===== src/rtl/ect_pkg.sv =====
// ect_pkg: constants for the event counter timer bank
// assumes: single 10 MHz clock, plain port control (no register bus)
package ect_pkg;
  // ==========================================================
  // sizes
  localparam int CNT_W    = 16;
  localparam int N_CH     = 5;
  localparam int CH_W     = 3;
  // ==========================================================
  // mode field (two lowest bits of the mode setting)
  localparam logic [1:0] MODE_TIMER   = 2'h0;
  localparam logic [1:0] MODE_EVENT   = 2'h1;
  localparam logic [1:0] MODE_ONESHOT = 2'h2;
  localparam logic [1:0] MODE_PWM     = 2'h3;
  // ==========================================================
  // count source select
  localparam logic [1:0] SRC_PIN     = 2'h0;
  localparam logic [1:0] SRC_BTIMER  = 2'h1;
  localparam logic [1:0] SRC_SIBLING = 2'h2;
  // ==========================================================
  // output pin use
  localparam logic [1:0] OUT_PORT  = 2'h0;
  localparam logic [1:0] OUT_PULSE = 2'h1;
  localparam logic [1:0] OUT_DIRIN = 2'h2;
  // ==========================================================
  // channel roles and reset values
  localparam logic [CH_W-1:0]  CH_NORMAL_ONLY = 3'h2;
  localparam logic [CH_W-1:0]  CH_SELECTABLE  = 3'h3;
  localparam logic [CH_W-1:0]  CH_X4_ONLY     = 3'h4;
  localparam logic [CH_W-1:0]  CH_FIRST_2PH   = 3'h2;
  localparam logic [CNT_W-1:0] CNT_RST        = 16'h0000;
  localparam logic [CNT_W-1:0] CNT_MAX        = 16'hFFFF;
endpackage


===== src/rtl/ect_sync.sv =====
// ect_sync: two-flop synchroniser with registered edge detection
// assumes: input may change at any time relative to ref_clk
`timescale 1ns/100ps
module ect_sync
(
  input  wire logic ref_clk,
  input  wire logic rst,
  input  wire logic async_in,
  output logic      level,
  output logic      rise,
  output logic      fall
);
  logic meta_r;
  logic sync_r;
  logic prev_r;

  always_ff @(posedge ref_clk or posedge rst)
  begin
    if (rst)
    begin
      meta_r <= 1'h0;
      sync_r <= 1'h0;
      prev_r <= 1'h0;
    end
    else
    begin
      meta_r <= async_in;
      sync_r <= meta_r;
      prev_r <= sync_r;
    end
  end

  assign level = sync_r;
  assign rise  = sync_r & ~prev_r;
  assign fall  = ~sync_r & prev_r;
endmodule


===== src/rtl/ect_channel.sv =====
// ect_channel: one A-type timer channel in event counter mode
// assumes: pins and controls synchronous to ref_clk except the two
// event pins, which are synchronised here; software drives the
// control ports directly.
// How it works
// - channels 0,1 single-phase only; 2-4 also two-phase
// - source: input pin edge or timer overflow
// - direction from output pin level or software
// - wrap reloads from reload register unless free-run
// - ratios 1/(FFFF-n+1) up, 1/(n+1) down
// - counts only while start flag is one
// - interrupt request on every wrap
// - read returns live count value
// - stopped write loads reload and counter
// - running write loads reload only
// - free-run wraps without reload
// - pulse option toggles output pin on wrap
// - output pin: port, pulse, or direction input
// - two-phase counts using both pins' phase
// - normal: up on rise, down on fall, out high
// - x4: every edge counts, direction by phase
// - ch3 selectable; ch2 normal; ch4 x4
// - mode field's two low bits select event mode
`timescale 1ns/100ps
module ect_channel
#(
  parameter logic [2:0] CH_ID = 3'h0,
  parameter int         W     = 16
)
(
  input  wire logic         ref_clk,
  input  wire logic         rst,
  input  wire logic [1:0]   mode_sel,
  input  wire logic         start_flag,
  input  wire logic [1:0]   src_sel,
  input  wire logic         edge_fall,
  input  wire logic [1:0]   out_use,
  input  wire logic         sw_down,
  input  wire logic         free_run,
  input  wire logic         two_phase,
  input  wire logic         x4_sel,
  input  wire logic         port_out_val,
  input  wire logic         second_b_timer_ovf,
  input  wire logic         sibling_a_timer_ovf,
  input  wire logic [W-1:0] wr_data,
  input  wire logic         wr_stb,
  input  wire logic         event_input_pin,
  input  wire logic         event_output_pin_in,
  output logic              event_output_pin_out,
  output logic              event_output_pin_oe,
  output logic [W-1:0]      count_value,
  output logic [W-1:0]      reload_value,
  output logic              wrap_pulse,
  output logic              irq_req
);
  // ==========================================================
  // pin synchronisers
  logic in_lvl;
  logic in_rise;
  logic in_fall;
  logic out_lvl;
  logic out_rise;
  logic out_fall;

  ect_sync u_sync_in
  (
    .ref_clk  (ref_clk),
    .rst      (rst),
    .async_in (event_input_pin),
    .level    (in_lvl),
    .rise     (in_rise),
    .fall     (in_fall)
  );

  ect_sync u_sync_out
  (
    .ref_clk  (ref_clk),
    .rst      (rst),
    .async_in (event_output_pin_in),
    .level    (out_lvl),
    .rise     (out_rise),
    .fall     (out_fall)
  );

  // ==========================================================
  // channel capabilities
  localparam bit CAN_2PH = (CH_ID >= ect_pkg::CH_FIRST_2PH);
  localparam bit IS_SEL  = (CH_ID == ect_pkg::CH_SELECTABLE);
  localparam bit IS_X4   = (CH_ID == ect_pkg::CH_X4_ONLY);

  wire event_mode = (mode_sel == ect_pkg::MODE_EVENT);
  wire run        = event_mode & start_flag;
  wire tp_on      = CAN_2PH & two_phase;
  wire x4_on      = tp_on & (IS_X4 | (IS_SEL & x4_sel));

  // ==========================================================
  // single-phase step
  wire pin_edge = edge_fall ? in_fall : in_rise;
  wire sp_step  = (src_sel == ect_pkg::SRC_PIN)     ? pin_edge :
                  (src_sel == ect_pkg::SRC_BTIMER)  ? second_b_timer_ovf :
                  (src_sel == ect_pkg::SRC_SIBLING) ? sibling_a_timer_ovf :
                  1'h0;
  wire dir_pin  = (out_use == ect_pkg::OUT_DIRIN);
  wire sp_down  = dir_pin ? ~out_lvl : sw_down;

  // ==========================================================
  // two-phase step
  wire nrm_up   = out_lvl & in_rise;
  wire nrm_dn   = out_lvl & in_fall;
  wire x4_up    = (in_rise & out_lvl) | (in_fall & ~out_lvl) |
                  (out_rise & ~in_lvl) | (out_fall & in_lvl);
  wire x4_dn    = (in_fall & out_lvl) | (in_rise & ~out_lvl) |
                  (out_rise & in_lvl) | (out_fall & ~in_lvl);
  wire tp_up    = x4_on ? x4_up : nrm_up;
  wire tp_dn    = x4_on ? x4_dn : nrm_dn;

  wire step     = tp_on ? (tp_up ^ tp_dn) : sp_step;
  wire down     = tp_on ? tp_dn : sp_down;

  // ==========================================================
  // counter datapath
  logic [W-1:0] cnt_r;
  logic [W-1:0] cnt_nxt;
  logic [W-1:0] rld_r;
  logic         tog_r;
  logic         wrap_r;

  wire [W-1:0] all_ones = {W{1'b1}};
  wire         at_top   = (cnt_r == all_ones);
  wire         at_zero  = (cnt_r == '0);
  wire         cnt_step = run & step;
  wire         wrap     = cnt_step & (down ? at_zero : at_top);
  wire [W-1:0] cnt_inc  = cnt_r + {{(W-1){1'b0}}, 1'b1};
  wire [W-1:0] cnt_dec  = cnt_r - {{(W-1){1'b0}}, 1'b1};

  always_comb
  begin
    cnt_nxt = cnt_r;
    if (wr_stb && !run)
      cnt_nxt = wr_data;
    else if (wrap && !free_run)
      cnt_nxt = rld_r;
    else if (cnt_step)
      cnt_nxt = down ? cnt_dec : cnt_inc;
  end

  always_ff @(posedge ref_clk or posedge rst)
  begin
    if (rst)
    begin
      cnt_r  <= ect_pkg::CNT_RST;
      rld_r  <= ect_pkg::CNT_RST;
      tog_r  <= 1'h0;
      wrap_r <= 1'h0;
    end
    else
    begin
      cnt_r  <= cnt_nxt;
      wrap_r <= wrap;
      if (wr_stb)
        rld_r <= wr_data;
      if (wrap && out_use == ect_pkg::OUT_PULSE)
        tog_r <= ~tog_r;
    end
  end

  // ==========================================================
  // outputs
  assign count_value  = cnt_r;
  assign reload_value = rld_r;
  assign wrap_pulse   = wrap_r;
  assign irq_req      = wrap_r;

  wire drive_pin = ~tp_on & ~dir_pin;
  assign event_output_pin_oe  = drive_pin;
  assign event_output_pin_out = (out_use == ect_pkg::OUT_PULSE) ?
                                tog_r : port_out_val;
endmodule


===== config.mk =====
export PLATFORM = sky130hd
export DESIGN_NAME = ect_channel
export DESIGN_NICKNAME = d
export VERILOG_FILES = /design/src/rtl/ect_pkg.sv /design/src/rtl/ect_sync.sv /design/src/rtl/ect_channel.sv
export SDC_FILE = /design/constraint.sdc
export NUM_CORES = 1
export LEC_CHECK = 0
export ABC_AREA = 1
export BUFFER_PORTS_ARGS = -buffer_cell sky130_fd_sc_hd__buf_2
export CORE_ASPECT_RATIO = 1.1
export CORE_MARGIN = 2
export CORE_UTILIZATION = 45
export CTS_CLUSTER_SIZE = 12
export DETAILED_ROUTE_END_ITERATION = 8
export HOLD_SLACK_MARGIN = 0.03
export PLACE_DENSITY = 0.8
export SLEW_MARGIN = 20
export SYNTH_ARGS = -nofsm -noshare
export SYNTH_HDL_FRONTEND = slang
export SYNTH_HIERARCHICAL = 1
export SYNTH_SLANG_ARGS = --single-unit

===== constraint.sdc =====
create_clock -name ref_clk -period 4.05 [get_ports ref_clk]
set_input_delay 0.405 -clock ref_clk [delete_from_list [all_inputs] [get_ports ref_clk]]
set_output_delay 0.405 -clock ref_clk [all_outputs]
set_load 0.005 [all_outputs]

==> run summary, run 1 <==
Min Tclk post-route - 2578 ps
Worst Hold Class - input pin to flip-flop
Warnings from Yosys - 6
Initial core utilization - 46.67%
Setup TNS - 0 ps
Crit path kind - flip-flop to flip-flop
Routed WL - 7.645 mm
Wire per inst - 13.51 um
RSZ-0062 raised after global routing - false
Diodes inserted - 0
Clock power frac - 21.6%
Worst Path Arrival - 2760 ps
Lkg Pwr - 1.870 nW
Measured slew at the worst slew-check pin - 660.4 ps
Top-Level Pins - 72
Worst slew margin - 55.80%
Hold path depth - 1
# clock sinks - 39
Critical Path Start Type - flip-flop
CP required - 4230 ps
Met3 usage - 3.402%
Avg Vias per Cell - 5.187
DRC - 0
Syn Area/Cell - 6.965 sq um
Setup crit start - u_sync_out/level$_DFF_PP0_
Area added between synthesis and finish - 17.62%
Largest net degree at the start of global routing - 35
RR Endpoint - count_value[8]$_DFFE_PP0P_
Max Cap Viol - 0
Pint - 0.8015 mW
Critical Path End Type - flip-flop
Port Buffer Count - 69
Sw frac - 39.50%
Power Dens Cells - 389.7 nW/um^2
FILL cells - 604
Htree depth - 2
Initial antenna violation count - 0
R2R depth - 11
Worst clock skew - 6.813 ps
Combinational Power Share - 40.8%
Final ANT Viol Nets - 0
Cells after Synth - 415
Clk buf depth - 2
Max Fclk - 0.3879 GHz
Chip Height - 88.06 um
Routability congestion estimate - 0.9028
Register share of total power - 37.6%
Final Hold Vio Count - 0
Met2 Use GR - 40.23%
Postcts setup bufs - 0
R2R Setup Slk - 1470 ps
Worst-path clk slew - 70 ps
First-pass GRT wire length - 12.88 mm
Setup violators final - 0
Status - completed
FP Rows - 30
Vias in the first global route - 2,844
Via count - 2,936
1st-iter DRT viols - 212
Largest fanout on the critical path - 20
Grt total ovfl - 0
Multi-input gate area - 1647 sq um
Dpl ws - 1311 ps
Worst vdd ir - 305.3 uV
Die Wd - 80.41 um
Hold path startpoint - event_input_pin
Final max-slew violation count - 0
Root buf cell - clkbuf_8
CTS tree - built
Worst-Skew Late Latency - 290 ps
Post-Synthesis Net Count - 468
Setup slack after layout - 1472 ps
First-pass DRT Iterations - 5
Worst R2R Start - u_sync_out/level$_DFF_PP0_
Part of the cycle the worst path needs - 63.65%
Sink of the worst hold path - u_sync_in/meta_r$_DFF_PP0_
DIE AREA - 7081 sq um
Met1 usage - 29.90%
Synthesized cell area - 2890 sq um
Register area - 975.9 sq um
GRT Overall Usage - 23.31%
Busiest metal layer after global routing - met2
Dpl hpwl - 6.063 mm
Nets@finish - 538
Total CTS buffers - 5
Share of post-route cells with drive strength above 1 - 20.78%
Psw - 0.5233 mW
Core Footprint - 6193 sq um
==> critical path: stages, from the launching register on <==
cell	delay [ps]
dfrtp_1	400
o21ai_4	550
ha_1	400
nand2_1	100
inv_1	60
nand2_1	60
nand3_1	180
a21oi_1	230
xor2_1	220
nand2_1	120
nand2_1	90
nand2_1	50
==> layer usage <==
layer  vias to the layer above  part of all wire, %
met4                         0                  1.8
met2                       105                   50
met5                         -                    0
li1                       1458                    -
met1                      1356                   42
met3                        17                  5.9
==> placed cells by master, fill, tap and decap left out, drive strengths merged <==
cell / count
a22o: 4
buf: 70
clkbuf: 8
and2: 1
fa: 1
xor2: 6
a21boi: 1
nand4: 6
nand3: 31
nor2: 44
nand3b: 2
or2: 1
a21oi: 21
ha: 16
inv: 56
nor3: 2
o22ai: 2
o21bai: 4
xnor2: 3
o211ai: 2
nand2: 138
clkinv: 1
dfrtp: 39
o21ai: 26
dlygate4sd3: 1
==> power groups by stage <==
stage               combinational [mW]  sequential, mW  clock [mW]
floorplan                        0.372           0.489           0
global route                     0.619           0.506       0.304
CTS                              0.539           0.496       0.288
detailed placement               0.533           0.504           0
global placement                 0.517           0.502           0
finish                           0.541           0.498       0.286
==> final cells by class <==
| class | count | area share, % |
|---|---|---|
| clock buffer | 8 | 2.944 |
| inverter | 57 | 6.294 |
| multi-input combinational | 311 | 48.44 |
| sequential | 39 | 28.71 |
| tap | 80 | 2.944 |
| timing repair buffer | 71 | 10.67 |
==> worst max-delay path by stage <==
stage	to	slack (ps)	cells past startpoint
2_1_floorplan	count_value[8]$_DFFE_PP0P_	1860	13
3_5_place_dp	count_value[8]$_DFFE_PP0P_	1310	14
5_1_grt	count_value[8]$_DFFE_PP0P_	1310	11
3_3_place_gp	count_value[8]$_DFFE_PP0P_	1380	14
4_1_cts	count_value[8]$_DFFE_PP0P_	1500	11
6_report	count_value[8]$_DFFE_PP0P_	1470	11
==> stage by stage <==
step	utilization [%]	total power, mW	hold slack (ps)	std cells	area [sq um]
floorplan	-	0.8607	146.2	415	2890
global route	54.89	1.429	207.4	566	3400
detailed placement	53.11	1.037	281.6	557	3289
finish	54.89	1.325	222.7	566	3400
global placement	53.11	1.019	274.3	557	3289
CTS	54.89	1.323	219.9	566	3400
==> registers in the layout, summed over array words and instances, names as in the netlist <==
register / count
u_sync_out/meta_r: 1
count_value: 16
tog_r: 1
u_sync_in/level: 1
u_sync_in/meta_r: 1
reload_value: 16
irq_req: 1
u_sync_in/prev_r: 1
u_sync_out/level: 1
==> timing repair <==
item	in CTS	in global routing
gates resized for setup	0	0
hold endpoints to repair	5	0
hold buffers	1	0
Note: power is estimated with default switching activity, not from simulation.
==> inputs of run 2 (changes only) <==
Settings changed: ABC_AREA 1 to 0, PLACE_DENSITY 0.8 to 0.82.
Clock period 4.05 ns to 2.5 ns, I/O delays scaled along.
==> run summary, run 2 <==
Port Buffer Count - 69 (unchanged)
Final ANT Viol Nets - 0 (unchanged)
Avg Vias per Cell - 5.578 (+7.5%)
Non-Filler Instances - 431 (-24%)
DIE AREA - 6157 sq um (-13%)
Failing checks - setup timing
Total CTS buffers - 5 (unchanged)
Part of the cycle the worst path needs - 103.4% (+40 points)
Routed WL - 6.842 mm (-11%)
Warnings from Yosys - 6 (unchanged)
Worst slew margin - 51.25% (-4.6 points)
Setup TNS - -167.3 ps (-167.3 ps)
Initial antenna violation count - 0 (unchanged)
Initial core utilization - 46.55% (-0.12 points)
Via count - 2,404 (-18%)
Min Tclk post-route - 2586 ps (+7.583 ps)
Synthesized cell area - 2495 sq um (-14%)
Root buf cell - clkbuf_8
Worst clock skew - 3.786 ps (-3.026 ps)
Syn Area/Cell - 9.900 sq um (+42%)
Top-Level Pins - 72 (unchanged)
# clock sinks - 39 (unchanged)
Critical Path End Type - flip-flop
Htree depth - 2 (unchanged)
Setup slack after layout - -85.59 ps (-1558 ps)
DRC - 0 (unchanged)
Worst Path Arrival - 2760 ps (about the same)
Diodes inserted - 0 (unchanged)
Max Cap Viol - 0 (unchanged)
Clk buf depth - 2 (unchanged)
Commonest cells after routing, fill and taps aside - buf_2, dfrtp_1, buf_4
Max Fclk - 0.3868 GHz (-0.29%)
Worst-path clk slew - 70 ps (about the same)
First-pass DRT Iterations - 4 (-1)
Post-Synthesis Net Count - 305 (-35%)
RSZ-0062 raised after global routing - true
GRT Overall Usage - 23.70% (+0.39 points)
Placed cells - 420 (-25%)
Worst vdd ir - 354.3 uV (+16%)
Final max-slew violation count - 0 (unchanged)
1st-iter DRT viols - 98 (-54%)
Lkg Pwr - 1.644 nW (-12%)
Largest fanout on the critical path - 7 (-65%)
Area added between synthesis and finish - 34.95%
Setup violators final - 3 (+3)
Grt total ovfl - 0 (unchanged)
Core Footprint - 5360 sq um (-13%)
Worst-Skew Late Latency - 290 ps (about the same)
FP Rows - 28 (-6.7%)
CP required - 2670 ps (-1560 ps)
Power consumption - 2.096 mW (+58%)
Dpl hpwl - 5.079 mm (-16%)
Layout Utilization - 62.82% (+7.9 points)
Largest net degree at the start of global routing - 21 (-40%)
Status - complete, but fails checks
Share of post-route cells with drive strength above 1 - 42.13% (+21 points)
Wire per inst - 15.87 um (+18%)
Worst Hold Class - input pin to flip-flop
Nets@finish - 408 (-24%)
Vias in the first global route - 2,408 (-15%)
Measured slew at the worst slew-check pin - 726.4 ps (+65.95 ps)
Cells after Synth - 252 (-39%)
Die Wd - 75.00 um (-6.7%)
Power Dens Cells - 622.6 nW/um^2 (+60%)
CTS tree - built
Critical Path Start Type - flip-flop
First-pass GRT wire length - 11.16 mm (-13%)
Crit path kind - flip-flop to flip-flop
Chip Height - 82.10 um (-6.8%)
Dpl ws - -201.7 ps (-1513 ps)
Final Hold Vio Count - 0 (unchanged)
Routability congestion estimate - 0.8706 (-3.6%)
Commonest non-fill, non-tap cell in the layout - buf_2
-- run 2: stage by stage --
stage | hold WS, ps | area, sq um
after floorplan | -8.815 | 2559
after global placement | 123.1 | 3194
after detailed placement | 126.4 | 3194
after CTS | 57.01 | 3333
after global routing | 62.08 | 3367
final | 61.21 | 3367
-- run 2: layout make-up --
class / count / area, sq um
inverters: 8 / 35.03
fillers: 447 / 1993
flip-flops and latches: 39 / 975.9
repair buffers: 104 / 614.3
clock buffers: 8 / 100.1
multi-input cells: 197 / 1548
well taps: 75 / 93.84
-- run 2: worst max-delay path: stages, from the launching register on --
cell	delay [ps]
dfrtp_1	340
nor3b_2	50
a21oi_4	210
inv_6	90
buf_6	150
buf_4	130
ha_1	300
buf_4	150
nand3_1	80
a211o_1	280
a31oi_2	160
xnor2_1	150
a211oi_1	100
a221o_1	270
-- run 2: final timing paths --
| path | startpoint | to | slack [ps] | cells after the start |
|---|---|---|---|---|
| min in group asynchronous | rst | u_sync_out/meta_r$_DFF_PP0_ | 380 | 3 |
| max reg2reg | u_sync_out/level$_DFF_PP0_ | count_value[12]$_DFFE_PP0P_ | -90 | 13 |
| max in group asynchronous | rst | reload_value[5]$_DFFE_PP0P_ | 1180 | 4 |
| min | event_output_pin_in | u_sync_out/meta_r$_DFF_PP0_ | 60 | 1 |
| max | u_sync_out/level$_DFF_PP0_ | count_value[12]$_DFFE_PP0P_ | -90 | 13 |
| min reg2reg | u_sync_out/meta_r$_DFF_PP0_ | u_sync_out/level$_DFF_PP0_ | 350 | 0 |
-- run 2: report_power, final --
group          switching [mW]  internal [mW]  leakage, nW
Clock                   0.218          0.252       0.0515
Sequential             0.0834          0.699        0.466
Combinational           0.408          0.436         1.13
Total                   0.709           1.39         1.64
-- run 2: metal layers --
layer	vias to the layer above	wire [um]	track usage, %
li1	1144	-	-
met1	1190	2971	30.73
met4	0	88	8.750
met2	61	3473	39.82
met3	9	309	3.641
met5	-	0	0
-- run 2: repair_timing --
| action | CTS | global route |
|---|---|---|
| endpoints found under the setup margin | 3 | 8 |
| hold buffers | 1 | 0 |
| resized for setup | 5 | 7 |
| gates cloned | 0 | 0 |
| endpoints found under the hold margin | 5 | 0 |
| pin swaps | 10 | 4 |
| buffers inserted | 2 | 0 |
==> inputs of run 3 (changes only) <==
Clock period 2.5 ns to 3.3 ns, I/O delays scaled along.
==> run summary, run 3 (same netlist as run 2, synthesis figures left out) <==
Cell Area, Placed - 2943 sq um (-7.9%)
Measured slew at the worst slew-check pin - 823.0 ps (+96.61 ps)
Met1 usage - 25.21% (-5.5 points)
Worst-Skew Late Latency - 300 ps (about the same)
Via count - 2,228 (-7.3%)
Grt total ovfl - 0 (unchanged)
Met3 usage - 5.704% (+2.1 points)
Commonest cells after routing, fill and taps aside - buf_2, dfrtp_1, nand2_1
Clock power frac - 26.8% (+4.4 points)
Worst Path Arrival - 3200 ps (+440 ps)
Critical Path Start Type - flip-flop
Nets@finish - 381 (-6.6%)
Worst clock skew - 6.007 ps (+2.221 ps)
Non-Filler Instances - 404 (-6.3%)
Wire per inst - 15.22 um (-4.1%)
# clock sinks - 39 (unchanged)
DIE AREA - 6157 sq um (unchanged)
Register share of total power - 39.3% (+2.0 points)
Max Cap Viol - 0 (unchanged)
Worst vdd ir - 307.4 uV (-13%)
Worst slew margin - 44.93% (-6.3 points)
Min Tclk post-route - 3029 ps (+443.3 ps)
Diodes inserted - 0 (unchanged)
Root buf cell - clkbuf_8
Setup violators final - 0 (-3)
Cell area after layout - 3065 sq um (-9.0%)
Final ANT Viol Nets - 0 (unchanged)
Top-Level Pins - 72 (unchanged)
Status - completed
Worst Hold Class - input pin to flip-flop
Avg Vias per Cell - 5.515 (-1.1%)
Vias in the first global route - 2,236 (-7.1%)
First-pass DRT Iterations - 4 (unchanged)
Power consumption - 1.516 mW (-28%)
Worst hold slack - 127.4 ps (+66.19 ps)
Htree depth - 2 (unchanged)
Die Wd - 75.00 um (unchanged)
Register area - 975.9 sq um (unchanged)
Placed cells - 395 (-6.0%)
Core Footprint - 5360 sq um (unchanged)
Commonest non-fill, non-tap cell in the layout - buf_2
Max Fclk - 0.3302 GHz (-15%)
First-pass GRT wire length - 10.05 mm (-10%)
Largest net degree at the start of global routing - 21 (unchanged)
Dpl hpwl - 4.559 mm (-10%)
Critical Path End Type - flip-flop
GRT Overall Usage - 21.22% (-2.5 points)
R2R Setup Slk - 270 ps (+360 ps)
Clk buf depth - 2 (unchanged)
Initial core utilization - 46.55% (unchanged)
CP required - 3470 ps (+800 ps)
CTS tree - built
Combinational Power Share - 33.9% (-6.3 points)
Power Dens Cells - 494.6 nW/um^2 (-21%)
Total CTS buffers - 5 (unchanged)
Share of post-route cells with drive strength above 1 - 32.52% (-9.6 points)
Chip Height - 82.10 um (unchanged)
1st-iter DRT viols - 124 (+27%)
Area added between synthesis and finish - 22.87%
Initial antenna violation count - 0 (unchanged)
FILL cells - 478 (+6.9%)
FP Rows - 28 (unchanged)
DRC - 0 (unchanged)
Multi-input gate area - 1445 sq um (-6.6%)
Met2 Use GR - 36.32% (-3.5 points)
Routability congestion estimate - 0.8918 (+2.4%)
Crit path kind - flip-flop to flip-flop
Largest fanout on the critical path - 10 (+3)
Sw frac - 33.59% (-0.25 points)
RSZ-0062 raised after global routing - false
Port Buffer Count - 69 (unchanged)
Busiest metal layer after global routing - met2
Lkg Pwr - 1.509 nW (-8.2%)
Final max-slew violation count - 0 (unchanged)
Part of the cycle the worst path needs - 91.78% (-12 points)
Final Hold Vio Count - 0 (unchanged)
Routed WL - 6.149 mm (-10%)
Worst-path clk slew - 80 ps (about the same)
Setup TNS - 0 ps (+167.3 ps)
Psw - 0.5092 mW (-28%)
Pint - 1.007 mW (-27%)
## run 3: cell types whose count changed in the layout (fill, tap and decap cells not counted), sizes merged
| cell | change |
|---|---|
| buf | -27 |
| clkbuf | -3 |
| clkinv | +2 |
| bufinv | +1 |
## run 3: routing by layer
metal | share of wire, % | vias up | wire, um
li1 | - | 1093 | -
met1 | 43 | 1062 | 2660
met2 | 50 | 64 | 3046
met3 | 5.6 | 9 | 347
met4 | 1.5 | 0 | 95
met5 | 0 | - | 0
## run 3: worst paths after layout
path | endpoint | depth (start not counted) | start
worst min register to register | u_sync_out/level$_DFF_PP0_ | 0 | u_sync_out/meta_r$_DFF_PP0_
min in group asynchronous | u_sync_out/level$_DFF_PP0_ | 3 | rst
worst min-delay path | u_sync_in/meta_r$_DFF_PP0_ | 1 | event_input_pin
worst max-delay path | count_value[15]$_DFFE_PP0P_ | 12 | u_sync_out/level$_DFF_PP0_
worst max register to register | count_value[15]$_DFFE_PP0P_ | 12 | u_sync_out/level$_DFF_PP0_
max in group asynchronous | reload_value[2]$_DFFE_PP0P_ | 4 | rst
## run 3: power by group through the flow
| stage | Sequential [mW] | Combinational (mW) | Clock, mW |
|---|---|---|---|
| after floorplan | 0.593 | 0.359 | 0 |
| after global placement | 0.602 | 0.491 | 0 |
| after detailed placement | 0.603 | 0.509 | 0 |
| after CTS | 0.595 | 0.514 | 0.408 |
| after global routing | 0.605 | 0.575 | 0.425 |
| final | 0.596 | 0.513 | 0.407 |
## run 3: per-stage QoR
step / util, % / setup slack (ps)
final: 57.19 / 271.1
after global routing: 57.19 / 17.22
after CTS: 57.19 / 285.4
after floorplan: - / 279.9
after detailed placement: 54.90 / 144.7
after global placement: 54.90 / 204.8
## run 3: final cells by class
class	count	area share, %
tap	75	3.061
multi-input combinational	197	47.14
sequential	39	31.84
clock buffer	5	2.245
timing repair buffer	77	13.31
inverter	8	0.9796
clock inverter	3	1.429
## run 3: timing repair
item | 4_1_cts | 5_1_grt
gates resized for setup | 0 | 0
hold buffers | 1 | 0
endpoints found under the hold margin | 5 | 0
setup buffers | 0 | 0
## run 3: critical path, cell delays in order (launching register included)
cell and delay (ps):
dfrtp_1 370, nor3b_1 190, a21oi_1 80, inv_1 280, ha_1 320, a211oi_1 330
o21ai_1 140, a31oi_2 240, o21ai_1 140, a41o_1 280, o41ai_2 230, xnor2_1 180
o221ai_2 110
